### src/common/prc_defines.vh
`ifndef PRC_DEFINES_VH
`define PRC_DEFINES_VH

// ============================================================
// Widths
`define PRC_ADDR_W          8
`define PRC_DATA_W          32
`define PRC_POS_W           32
`define PRC_CMD_W           10

// ============================================================
// Register byte offsets
`define PRC_REG_ARM         8'h00
`define PRC_REG_STATUS      8'h04
`define PRC_REG_OPEN        8'h08
`define PRC_REG_CLOSE       8'h0C
`define PRC_REG_POS_PRI     8'h10
`define PRC_REG_POS_SEC     8'h14
`define PRC_REG_MEAS        8'h18
`define PRC_REG_CONFIG      8'h1C

// ============================================================
// Arm command layout: mode code low, window code above it
`define PRC_MODE_LSB        0
`define PRC_MODE_MSB        7
`define PRC_WIN_LSB         8
`define PRC_WIN_MSB         9

// Window codes (mode plus 256 or plus 768)
`define PRC_WIN_NONE        2'h0
`define PRC_WIN_INCL        2'h1
`define PRC_WIN_EXCL        2'h3

// ============================================================
// Mode codes
`define PRC_MODE_IDX_R      8'h01
`define PRC_MODE_IDX_F      8'h02
`define PRC_MODE_A_R        8'h03
`define PRC_MODE_A_F        8'h04
`define PRC_MODE_AR_IR      8'h06
`define PRC_MODE_AR_IF      8'h07
`define PRC_MODE_AF_IR      8'h08
`define PRC_MODE_AF_IF      8'h09
`define PRC_MODE_AR_BR      8'h0A
`define PRC_MODE_AR_BF      8'h0B
`define PRC_MODE_AF_BR      8'h0C
`define PRC_MODE_AF_BF      8'h0D

// ============================================================
// Trigger sources, also the bit index into the edge vectors
`define PRC_SRC_W           2
`define PRC_NUM_SRC         3
`define PRC_SRC_INDEX       2'h0
`define PRC_SRC_A           2'h1
`define PRC_SRC_B           2'h2

// ============================================================
// Status bit positions
`define PRC_ST_PRI_FLAG     0
`define PRC_ST_SEC_FLAG     1
`define PRC_ST_PRI_ARMED    2
`define PRC_ST_SEC_ARMED    3

// Config read-back bit positions
`define PRC_CF_PRI_SRC_LSB  0
`define PRC_CF_PRI_RISE     2
`define PRC_CF_SEC_SRC_LSB  4
`define PRC_CF_SEC_RISE     6
`define PRC_CF_WIN_LSB      8

// ============================================================
// Reset values
`define PRC_RST_POS         32'h00000000
`define PRC_RST_CMD         10'h000
`define PRC_RST_WORD        32'h00000000

`endif

### src/verilog/prc_edge_detect.v
`timescale 1ns/1ps
`default_nettype none

// ============================================================
// Edge detector, one lane per trigger source
module prc_edge_detect #(
	parameter WIDTH = 3
) (
	input  wire             clk,
	input  wire             rst_n,
	input  wire [WIDTH-1:0] sig,
	output wire [WIDTH-1:0] rise,
	output wire [WIDTH-1:0] fall
);

	genvar i;
	generate
		for (i = 0; i < WIDTH; i = i + 1) begin : g_lane
			reg prev;
			always @(posedge clk or negedge rst_n) begin
				if (!rst_n) begin
					prev <= 1'b0;
				end else begin
					prev <= sig[i];
				end
			end
			// Edge is seen in the cycle the new level arrives
			assign rise[i] = sig[i] & ~prev;
			assign fall[i] = ~sig[i] & prev;
		end
	endgenerate

endmodule // prc_edge_detect

`default_nettype wire

### src/verilog/prc_window_check.v
`timescale 1ns/1ps
`include "prc_defines.vh"
`default_nettype none

// ============================================================
// Window acceptance on signed positions
module prc_window_check #(
	parameter POS_W = 32
) (
	input  wire [POS_W-1:0] position,
	input  wire [POS_W-1:0] open_limit,
	input  wire [POS_W-1:0] close_limit,
	input  wire [1:0]       win_mode,
	output reg              accept
);

	wire above_open  = $signed(position) > $signed(open_limit);
	wire below_close = $signed(position) < $signed(close_limit);
	wire below_open  = $signed(position) < $signed(open_limit);
	wire above_close = $signed(position) > $signed(close_limit);

	always @* begin
		case (win_mode)
		`PRC_WIN_INCL: begin
			accept = above_open & below_close;
		end
		`PRC_WIN_EXCL: begin
			accept = below_open | above_close;
		end
		default: begin
			accept = 1'b1;
		end
		endcase
	end

endmodule // prc_window_check

`default_nettype wire

### src/verilog/prc_capture_top.v
// Contract
// - Second axis keeps two independent capture registers, primary and secondary.
// - Trigger source selectable among input A, input B and encoder index.
// - Accepted primary trigger sets primary flag and loads primary position.
// - Accepted secondary trigger sets secondary flag and loads secondary position.
// - Inclusive window: accept only strictly between open and close limits.
// - Exclusive window: accept only strictly below open or above close.
// - Each capture needs its own arm; no recapture until re-armed.
// - Mode 1 index rising, mode 2 index falling, into primary register.
// - Mode 3 input A rising, mode 4 input A falling, into primary.
// - Modes 6 to 9: A primary, index secondary, four edge pairs.
// - Modes 10 to 13: A primary, B secondary, four edge pairs.
// - Position latched by hardware in the trigger edge cycle.
//
// The implementer's own choices: the register offsets and the APB slave port.
`timescale 1ns/1ps
`include "prc_defines.vh"
`default_nettype none

module prc_capture_top (
	input  wire                   pclk,
	input  wire                   presetn,
	input  wire                   psel,
	input  wire                   penable,
	input  wire                   pwrite,
	input  wire [`PRC_ADDR_W-1:0] paddr,
	input  wire [`PRC_DATA_W-1:0] pwdata,
	output reg  [`PRC_DATA_W-1:0] prdata,
	output reg                    pready,
	output reg                    pslverr,
	input  wire                   registration_input_a,
	input  wire                   registration_input_b,
	input  wire                   encoder_index,
	input  wire [`PRC_POS_W-1:0]  measured_axis_position,
	output reg                    primary_capture_flag,
	output reg                    secondary_capture_flag,
	output reg                    primary_armed,
	output reg                    secondary_armed
);

	// ============================================================
	// APB phases
	wire setup_phase  = psel & ~penable;
	wire access_phase = psel & penable & pready;
	wire bus_write    = access_phase & pwrite;

	reg addr_mapped;
	always @* begin
		case (paddr)
		`PRC_REG_ARM,
		`PRC_REG_STATUS,
		`PRC_REG_OPEN,
		`PRC_REG_CLOSE,
		`PRC_REG_POS_PRI,
		`PRC_REG_POS_SEC,
		`PRC_REG_MEAS,
		`PRC_REG_CONFIG: begin
			addr_mapped = 1'b1;
		end
		default: begin
			addr_mapped = 1'b0;
		end
		endcase
	end

	wire arm_write   = bus_write & (paddr == `PRC_REG_ARM);
	wire open_write  = bus_write & (paddr == `PRC_REG_OPEN);
	wire close_write = bus_write & (paddr == `PRC_REG_CLOSE);

	// ============================================================
	// Software-held command and window limits, hardware-latched capture positions
	reg [`PRC_CMD_W-1:0] arm_command;
	reg [`PRC_POS_W-1:0] window_open_limit;
	reg [`PRC_POS_W-1:0] window_close_limit;
	reg [`PRC_POS_W-1:0] primary_capture_position;
	reg [`PRC_POS_W-1:0] secondary_capture_position;

	// Live arming configuration
	reg [`PRC_SRC_W-1:0] pri_src;
	reg                  pri_rise;
	reg [`PRC_SRC_W-1:0] sec_src;
	reg                  sec_rise;
	reg [1:0]            win_mode;

	// ============================================================
	// Arm command decode
	wire [`PRC_CMD_W-1:0] cmd_word = pwdata[`PRC_CMD_W-1:0];
	wire [7:0] cmd_mode = cmd_word[`PRC_MODE_MSB:`PRC_MODE_LSB];
	wire [1:0] cmd_win  = cmd_word[`PRC_WIN_MSB:`PRC_WIN_LSB];

	reg                  next_valid;
	reg                  next_pri_arm;
	reg                  next_sec_arm;
	reg [`PRC_SRC_W-1:0] next_pri_src;
	reg                  next_pri_rise;
	reg [`PRC_SRC_W-1:0] next_sec_src;
	reg                  next_sec_rise;

	always @* begin
		next_valid    = 1'b1;
		next_pri_arm  = 1'b1;
		next_sec_arm  = 1'b1;
		next_pri_src  = `PRC_SRC_A;
		next_pri_rise = 1'b1;
		next_sec_src  = `PRC_SRC_INDEX;
		next_sec_rise = 1'b1;
		case (cmd_mode)
		`PRC_MODE_IDX_R: begin
			next_pri_src = `PRC_SRC_INDEX;
			next_sec_arm = 1'b0;
		end
		`PRC_MODE_IDX_F: begin
			next_pri_src  = `PRC_SRC_INDEX;
			next_pri_rise = 1'b0;
			next_sec_arm  = 1'b0;
		end
		`PRC_MODE_A_R: begin
			next_sec_arm = 1'b0;
		end
		`PRC_MODE_A_F: begin
			next_pri_rise = 1'b0;
			next_sec_arm  = 1'b0;
		end
		`PRC_MODE_AR_IR: begin
		end
		`PRC_MODE_AR_IF: begin
			next_sec_rise = 1'b0;
		end
		`PRC_MODE_AF_IR: begin
			next_pri_rise = 1'b0;
		end
		`PRC_MODE_AF_IF: begin
			next_pri_rise = 1'b0;
			next_sec_rise = 1'b0;
		end
		`PRC_MODE_AR_BR: begin
			next_sec_src = `PRC_SRC_B;
		end
		`PRC_MODE_AR_BF: begin
			next_sec_src  = `PRC_SRC_B;
			next_sec_rise = 1'b0;
		end
		`PRC_MODE_AF_BR: begin
			next_sec_src  = `PRC_SRC_B;
			next_pri_rise = 1'b0;
		end
		`PRC_MODE_AF_BF: begin
			next_sec_src  = `PRC_SRC_B;
			next_pri_rise = 1'b0;
			next_sec_rise = 1'b0;
		end
		default: begin
			// Mode 5 and unknown codes are dropped whole
			next_valid   = 1'b0;
			next_pri_arm = 1'b0;
			next_sec_arm = 1'b0;
		end
		endcase
	end

	wire arm_accept = arm_write & next_valid;

	// ============================================================
	// Trigger path
	wire [`PRC_NUM_SRC-1:0] src_level;
	wire [`PRC_NUM_SRC-1:0] src_rise;
	wire [`PRC_NUM_SRC-1:0] src_fall;
	wire                    window_ok;

	assign src_level[`PRC_SRC_INDEX] = encoder_index;
	assign src_level[`PRC_SRC_A]     = registration_input_a;
	assign src_level[`PRC_SRC_B]     = registration_input_b;

	prc_edge_detect #(
		.WIDTH (`PRC_NUM_SRC)
	) u_edges (
		.clk   (pclk),
		.rst_n (presetn),
		.sig   (src_level),
		.rise  (src_rise),
		.fall  (src_fall)
	);

	prc_window_check #(
		.POS_W (`PRC_POS_W)
	) u_window (
		.position    (measured_axis_position),
		.open_limit  (window_open_limit),
		.close_limit (window_close_limit),
		.win_mode    (win_mode),
		.accept      (window_ok)
	);

	wire pri_edge = pri_rise ? src_rise[pri_src] : src_fall[pri_src];
	wire sec_edge = sec_rise ? src_rise[sec_src] : src_fall[sec_src];

	// Window is judged against the position of the edge cycle itself
	wire pri_hit = primary_armed & pri_edge & window_ok;
	wire sec_hit = secondary_armed & sec_edge & window_ok;

	// ============================================================
	// Arming, flags and capture registers
	always @(posedge pclk or negedge presetn) begin
		if (!presetn) begin
			arm_command            <= `PRC_RST_CMD;
			pri_src                <= `PRC_SRC_A;
			pri_rise               <= 1'b1;
			sec_src                <= `PRC_SRC_INDEX;
			sec_rise               <= 1'b1;
			win_mode               <= `PRC_WIN_NONE;
			primary_armed          <= 1'b0;
			secondary_armed        <= 1'b0;
			primary_capture_flag   <= 1'b0;
			secondary_capture_flag <= 1'b0;
		end else begin
			if (arm_accept) begin
				arm_command <= cmd_word;
				pri_src     <= next_pri_src;
				pri_rise    <= next_pri_rise;
				sec_src     <= next_sec_src;
				sec_rise    <= next_sec_rise;
				// Code 2 in the window field means no window
				win_mode    <= (cmd_win == `PRC_WIN_INCL ||
				                cmd_win == `PRC_WIN_EXCL) ?
				               cmd_win : `PRC_WIN_NONE;
			end
			// A capture disarms its channel until the next arm
			if (arm_accept) begin
				primary_armed   <= next_pri_arm;
				secondary_armed <= next_sec_arm;
			end else begin
				if (pri_hit) begin
					primary_armed <= 1'b0;
				end
				if (sec_hit) begin
					secondary_armed <= 1'b0;
				end
			end
			// Set wins over the clear of a simultaneous arm
			if (pri_hit) begin
				primary_capture_flag <= 1'b1;
			end else if (arm_accept) begin
				primary_capture_flag <= 1'b0;
			end
			if (sec_hit) begin
				secondary_capture_flag <= 1'b1;
			end else if (arm_accept) begin
				secondary_capture_flag <= 1'b0;
			end
		end
	end

	always @(posedge pclk or negedge presetn) begin
		if (!presetn) begin
			primary_capture_position   <= `PRC_RST_POS;
			secondary_capture_position <= `PRC_RST_POS;
			window_open_limit          <= `PRC_RST_POS;
			window_close_limit         <= `PRC_RST_POS;
		end else begin
			// Latched in the edge cycle, no software in the path
			if (pri_hit) begin
				primary_capture_position <= measured_axis_position;
			end
			if (sec_hit) begin
				secondary_capture_position <= measured_axis_position;
			end
			if (open_write) begin
				window_open_limit <= pwdata;
			end
			if (close_write) begin
				window_close_limit <= pwdata;
			end
		end
	end

	// ============================================================
	// Read mux and APB answer
	reg [`PRC_DATA_W-1:0] next_rdata;
	always @* begin
		next_rdata = `PRC_RST_WORD;
		case (paddr)
		`PRC_REG_ARM: begin
			next_rdata[`PRC_CMD_W-1:0] = arm_command;
		end
		`PRC_REG_STATUS: begin
			next_rdata[`PRC_ST_PRI_FLAG]  = primary_capture_flag;
			next_rdata[`PRC_ST_SEC_FLAG]  = secondary_capture_flag;
			next_rdata[`PRC_ST_PRI_ARMED] = primary_armed;
			next_rdata[`PRC_ST_SEC_ARMED] = secondary_armed;
		end
		`PRC_REG_OPEN: begin
			next_rdata = window_open_limit;
		end
		`PRC_REG_CLOSE: begin
			next_rdata = window_close_limit;
		end
		`PRC_REG_POS_PRI: begin
			next_rdata = primary_capture_position;
		end
		`PRC_REG_POS_SEC: begin
			next_rdata = secondary_capture_position;
		end
		`PRC_REG_MEAS: begin
			next_rdata = measured_axis_position;
		end
		`PRC_REG_CONFIG: begin
			next_rdata[`PRC_CF_PRI_SRC_LSB+1:`PRC_CF_PRI_SRC_LSB] = pri_src;
			next_rdata[`PRC_CF_PRI_RISE]                        = pri_rise;
			next_rdata[`PRC_CF_SEC_SRC_LSB+1:`PRC_CF_SEC_SRC_LSB] = sec_src;
			next_rdata[`PRC_CF_SEC_RISE]                        = sec_rise;
			next_rdata[`PRC_CF_WIN_LSB+1:`PRC_CF_WIN_LSB]       = win_mode;
		end
		default: begin
			next_rdata = `PRC_RST_WORD;
		end
		endcase
	end

	// No wait state: read data is sampled in setup so it is a flop
	always @(posedge pclk or negedge presetn) begin
		if (!presetn) begin
			pready  <= 1'b0;
			pslverr <= 1'b0;
			prdata  <= `PRC_RST_WORD;
		end else begin
			pready  <= setup_phase;
			pslverr <= setup_phase & ~addr_mapped;
			if (setup_phase) begin
				prdata <= pwrite ? `PRC_RST_WORD : next_rdata;
			end
		end
	end

endmodule // prc_capture_top

`default_nettype wire

### config.mk
export PLATFORM = sky130hd
export DESIGN_NAME = prc_capture_top
export DESIGN_NICKNAME = d
export VERILOG_FILES = /design/src/verilog/prc_edge_detect.v /design/src/verilog/prc_window_check.v /design/src/verilog/prc_capture_top.v
export VERILOG_INCLUDE_DIRS = /design/src /design/src/common
export SDC_FILE = /design/constraint.sdc
export NUM_CORES = 1
export LEC_CHECK = 0
export BUFFER_PORTS_ARGS = -buffer_cell sky130_fd_sc_hd__buf_2
export CAP_MARGIN = 5
export CORE_MARGIN = 2
export CORE_UTILIZATION = 40
export CTS_CLUSTER_DIAMETER = 80
export DETAILED_ROUTE_END_ITERATION = 8
export PLACE_DENSITY_LB_ADDON = 0.25
export SLEW_MARGIN = 10
export SYNTH_ARGS = -nofsm -noshare
export SYNTH_HDL_FRONTEND = slang
export SYNTH_SLANG_ARGS = --single-unit
### constraint.sdc
create_clock -name pclk -period 2.86 [get_ports pclk]
set_input_delay 0.286 -clock pclk [delete_from_list [all_inputs] [get_ports pclk]]
set_output_delay 0.286 -clock pclk [all_outputs]
set_load 0.02 [all_outputs]
# After elaboration in Yosys (flattened, before gate mapping)
# Memory sizes are Yosys's and may differ from the RTL's.
# Index checks and enable logic that the tools add are counted.
# word_totals
romBits	32
out_inout_bits	38
mem_count	1
ramBits	0
ff_bits	187
in_bits	80
elab_cells	123
latchBits	0
# classes
div	0
n_eq_ne	23
n_reduce_logical	11
bitwise	29
mul	0
muxes	33
n_lt_le_gt_ge	6
add_sub_neg	0
shift	0
# memory_table
memory	words	width	rd	rd_ports_with_merged_regs	wr	line_no	text
(name not given)	32	1	1	0	0	prc_capture_top.v:49	case (paddr)
# op_table
operator	n
one-hot mux 22 bit (5 select lines)	1
== test 8 x 4 -> 1 bit (second input constant)	8
> comparator 32 bit	2
less-than comparator 32 bit	2
== test 8 x 3 -> 1 bit (second input constant)	4
== test 8 x 5 -> 1 bit (second input constant)	4
two-way mux 32 bit	1
one-hot mux 3 bit (8 select lines)	1
one-hot mux 3 bit (7 select lines)	1
AND 1 bit	20
two-way mux 1 bit	19
== test 8 x 2 -> 1 bit (second input constant)	2
one-hot mux 2 bit (7 select lines)	1
OR reduction 12 bit	1
binary-select mux 1 bit (select 2 bit)	4
== test 8 x 1 -> 1 bit (second input constant)	1
zero test 8 bit	1
inverter 1 bit	8
OR reduction 4 bit	2
OR reduction 8 bit	1
one-hot mux 1 bit (7 select lines)	1
less-than comparator 2 x 3 -> 1 bit (second input constant)	2
one-hot mux 1 bit (6 select lines)	1
OR reduction 6 bit	1
other kinds (9)	13

# Longest topological paths before layout
# logic_depth
ltp_word	9
mapped_depth	11
ltp_nobuf	10

# By module
# Synthesis repeated with hierarchy kept, for this count alone.
# unflattened
cells_unflattened	913
hier_area_um2	10209.8
# modules_own_cells
module	seq_area_each_um2	area_each_um2	instances	cells_per_inst
prc_capture_top	4558.1	8430.6	1	666
prc_window_check	0.0	1666.6	1	238
prc_edge_detect	75.1	112.6	1	9

# Least setup slack after synthesis
# Ideal clock, no wire load.
# synth_timing
path_type	register -> register
start	register window_open_limit[14]
end	register primary_capture_position[10]
setup_slack_ps	-56
required_ps	2735
n_path_buf	1
arrival_time_ps	2792
path_stages_with_launch	12
synth_period_minus_slack_ps	2916
setup_time_ps	125
path_cell_list	dfrtp_1 > inv_1 > ha_1 > nand4_1 > nor4_2 > o21ai_1 > a41oi_2 > mux2i_1 > a22o_2 > o311ai_4 > buf_6 > mux2_2
# synth_via
elab_chain_cells	4
word_cells_on_any_way	6
cone_classes	order compare: 2; mux: 1; bitwise: 3
# synth_rtl
element	line_no	text
start: declaration	prc_capture_top.v:73	reg [`PRC_POS_W-1:0] window_open_limit;
start signal: assignment	prc_capture_top.v:257	window_open_limit <= `PRC_RST_POS;
start signal: assignment	prc_capture_top.v:268	window_open_limit <= pwdata;
less-than comparator 32 bit / > comparator 32 bit (equally long branches)	prc_window_check.v:19, prc_window_check.v:17	
OR 1 bit / AND 1 bit (equally long branches)	prc_window_check.v:28, prc_window_check.v:25	
one-hot mux 1 bit (2 select lines) *	prc_window_check.v:23	case (win_mode)
AND 1 bit *	prc_capture_top.v:198	wire pri_hit = primary_armed & pri_edge & window_ok;
end signal: assignment	prc_capture_top.v:255	primary_capture_position <= `PRC_RST_POS;
end signal: assignment	prc_capture_top.v:262	primary_capture_position <= measured_axis_position;
end: declaration	prc_capture_top.v:75	reg [`PRC_POS_W-1:0] primary_capture_position;
# Every way passes the cells marked *; elsewhere a longest branch is shown, timed or not.
# A chain may end at the register's enable or synchronous reset.

# Worst setup path in the final report
# layout_timing
start	register window_open_limit[10]
end	register primary_capture_position[25]
# The elaborated chain is that of the path after synthesis.

==> flow_summary.yaml <==
sta:
  clock-skew-final_ps: 13.33
  rsz0062_at_grt: "yes"
  holdWs_ps: 95.39
  report.final.slew_viol_count: 0
  finalHoldViolations: 0
  slew_headroom: 0.5144
  fin_ws_ps: -292.8
  worst_pin_slew_ps: 728.4
  fin_crit_ps: 3153
  final-setup-viol-count: 67
  fmax_mhz: 317.2
  fin_crit_sh: 1.102
cells_and_area:
  fill_cells: 2003
  final_cell_mix: "dfrtp_1, buf_4, buf_2"
  layout.nets: 1218
  fin_cells: 1406
  area_delta_synth_final_pct: 34.94
  drive_gt1_frac: 0.4374
  final_common_cell: "dfrtp_1"
power:
  p_comb_frac: 0.080
  clockPowerShare: 0.453
  switchingPower_w: 0.001350
  intPower_w: 0.004282
  switching_share: 0.2397
  max-vdd-ir-drop_uv: 455.6
  power_density_mw_per_mm2: 435.6
  power.leakage_nw: 6.563
  pwr-share-seq: 0.467
  p_total_w: 0.005632
job:
  drv_cap: 0
floorplanning:
  die_h_um: 158.8
  rows: 56
  io_pins: 118
  core_area_mm2: 0.02347
  start_util: 0.4082
  dieWidth_um: 158.8
  fp.dieArea_mm2: 0.02521
clocking:
  cts_made_buffers: 17
  cts_tree: "done"
  clk_latency_ps: 440
  htreeDepth: 4
  clockBufferDepth: 2
  clockRootBuffer: "clkbuf_16"
  clkSinkCount: 185
  clk_pin_slew_ps: 70
run_status:
  status: "complete, but fails checks"
  violations: "setup timing"
worst_setup_path:
  worstSetupStartpointType: "flip-flop"
  cp-startpoint: "window_open_limit[10]"
  cp-end-kind: "flip-flop"
  r2r-end: "primary_capture_position[25]"
  r2r_slack_ps: -290
  critical_path_required_ps: 3180
  crit_type: "flip-flop to flip-flop"
  crit_arrival_ps: 3470
  cp_max_fo: 6
  cp-endpoint: "primary_capture_position[25]"
  worstRegToRegCells: 14
  r2r_start: "window_open_limit[10]"
route:
  drc: 0
  antenna_left: 0
  first_iter_violations: 651
  via_per_inst: 5.494
  vias: 7724
  wl_per_cell_um: 20.37
  drt-pass1-iter-count: 6
  routed_wl_mm: 28.65
synthesis:
  synthCells: 819
  synth_enable_flop_cells: 0
  synthesis.area_mm2: 0.009582
  yosysTopAreaCellShare: 0.4753
  yosys_warnings: 0
  yosys-top-cells-area: "dfrtp_1, mux2_2, ha_1, a22oi_1, a222oi_1"
  synthArstFlopShare: 1.000
  synth_cell_type_count: 56
  syn_avg_cell_area_um2: 11.70
  synthFlopType: "dfrtp_1"
  ys_seq_area_frac: 0.4835
  synth_nets: 963
  ys_seq_elements: 185
  yosys.area.top_type: "dfrtp_1"
global_routing:
  grt_pass1_vias: 8096
  antenna_found_initial: 2
  gr-usage-all-layers: 0.2307
  grt_pass1_wl_mm: 45.29
  grt_max_degree: 82
  grt.overflow.total: 0
placement:
  dp_cells: 1350
  dp_hpwl_mm: 19.25
  io_buffers: 117
  gp_congestion: 0.8126
worst_hold_path:
  min_path_type: "primary input to flip-flop"
-- final cells by class --
| class | instances | area, um^2 | share of cell area |
|---|---|---|---|
| well taps | 319 | 399.1 | 0.03087 |
| clock buffers | 18 | 429.2 | 0.03319 |
| inverters | 73 | 274.0 | 0.02119 |
| repair buffers | 275 | 2036 | 0.1574 |
| diodes | 1 | 2.502 | 0.0001935 |
| flip-flops and latches | 185 | 4633 | 0.3583 |
| clock inverters | 13 | 195.2 | 0.01510 |
| multi-input cells | 522 | 4961 | 0.3837 |
-- how the worst min path moves through the flow --
stage,startpoint,depth (start not counted),slack (ps),to
finish,pwdata[18],2,100,window_close_limit[18]
floorplan,presetn,0,-10,arm_command[0]
global route,pwdata[27],2,80,window_open_limit[27]
global placement,presetn,1,400,u_edges.g_lane[0].prev
detailed placement,presetn,1,410,pslverr
CTS,pwdata[17],2,80,window_close_limit[17]
-- metrics by stage --
step	worst slack, ps	setup TNS (ps)	utilization	area, um^2
floorplan	4.014	0	-	9592
global placement	-373.7	-22020	0.4908	11520
detailed placement	-471.2	-26890	0.4908	11520
CTS	-240.5	-11550	0.5483	12870
global route	-417.9	-23920	0.5507	12930
finish	-292.8	-15570	0.5509	12930
-- per-layer routing --
| layer | GRT usage | part of all wire | wire length [um] | vias up |
|---|---|---|---|---|
| li1 | - | - | - | 3579 |
| met1 | 0.3081 | 0.45 | 12930 | 3885 |
| met2 | 0.3829 | 0.48 | 13850 | 225 |
| met3 | 0.04963 | 0.050 | 1439 | 33 |
| met4 | 0.05671 | 0.014 | 413 | 2 |
| met5 | 0 | 0.00038 | 11 | - |
-- flip-flops by register name, indices dropped and copies added (netlist names), 2 cells and up --
name	cells
win_mode	2
primary_capture_position	32
arm_command	10
secondary_capture_position	32
window_close_limit	32
prdata	32
u_edges.g_lane.prev	3
window_open_limit	32
-- synthesized netlist by cell type, types with 6 or more instances --
cell,number
dfrtp_1,182
mux2_2,130
inv_1,73
ha_1,64
a22oi_1,49
nand2_1,48
a22o_1,29
a222oi_1,28
clkbuf_1,27
a21oi_1,26
nor2_1,19
o21ai_0,18
nand3_1,13
nand4_1,13
a21o_1,10
nand2b_1,7
nor2b_1,7
a31oi_1,6
-- power by group through the flow --
| stage | clock (W) | sequential [W] | combinational (W) |
|---|---|---|---|
| after floorplan | 0 | 0.00268 | 0.000144 |
| after global placement | 0 | 0.00268 | 0.000416 |
| after detailed placement | 0 | 0.00268 | 0.000422 |
| after CTS | 0.00259 | 0.00263 | 0.000446 |
| after global routing | 0.00270 | 0.00263 | 0.000505 |
| final | 0.00255 | 0.00263 | 0.000453 |
-- kinds of logic (layout without fill, tap and decap cells) --
family | Yosys count | after routing | synth area share
mux | 133 | 133 | 0.1562
buf+inv | 112 | 379 | 0.04792
xor+xnor | 3 | 3 | 0.002743
flops | 185 | 185 | 0.4835
simple gates | 131 | 131 | 0.06960
fa+ha+maj | 64 | 64 | 0.08357
compound gates | 191 | 191 | 0.1564
other cells | 0 | 1 | 0
-- worst max-delay path, cell delays in order (launching register included) --
cell      delay (ps)
dfrtp_1          370
inv_2             60
ha_4             260
nand4_1          190
buf_4            200
buf_4            120
nor2_1           110
a22oi_2          100
a41oi_2          230
mux2i_4          120
a22o_4           290
o311ai_4         340
buf_6            190
buf_12           150
mux2_4           300
-- repair_timing --
item,in CTS,in global routing
endpoints found under the setup margin,67,67
resized for setup,106,22
pin swaps,18,10
endpoints found under the hold margin,79,0
buffers inserted,16,6
gates cloned,4,0
hold buffers,4,0
Power figures use the tool's default switching activity.
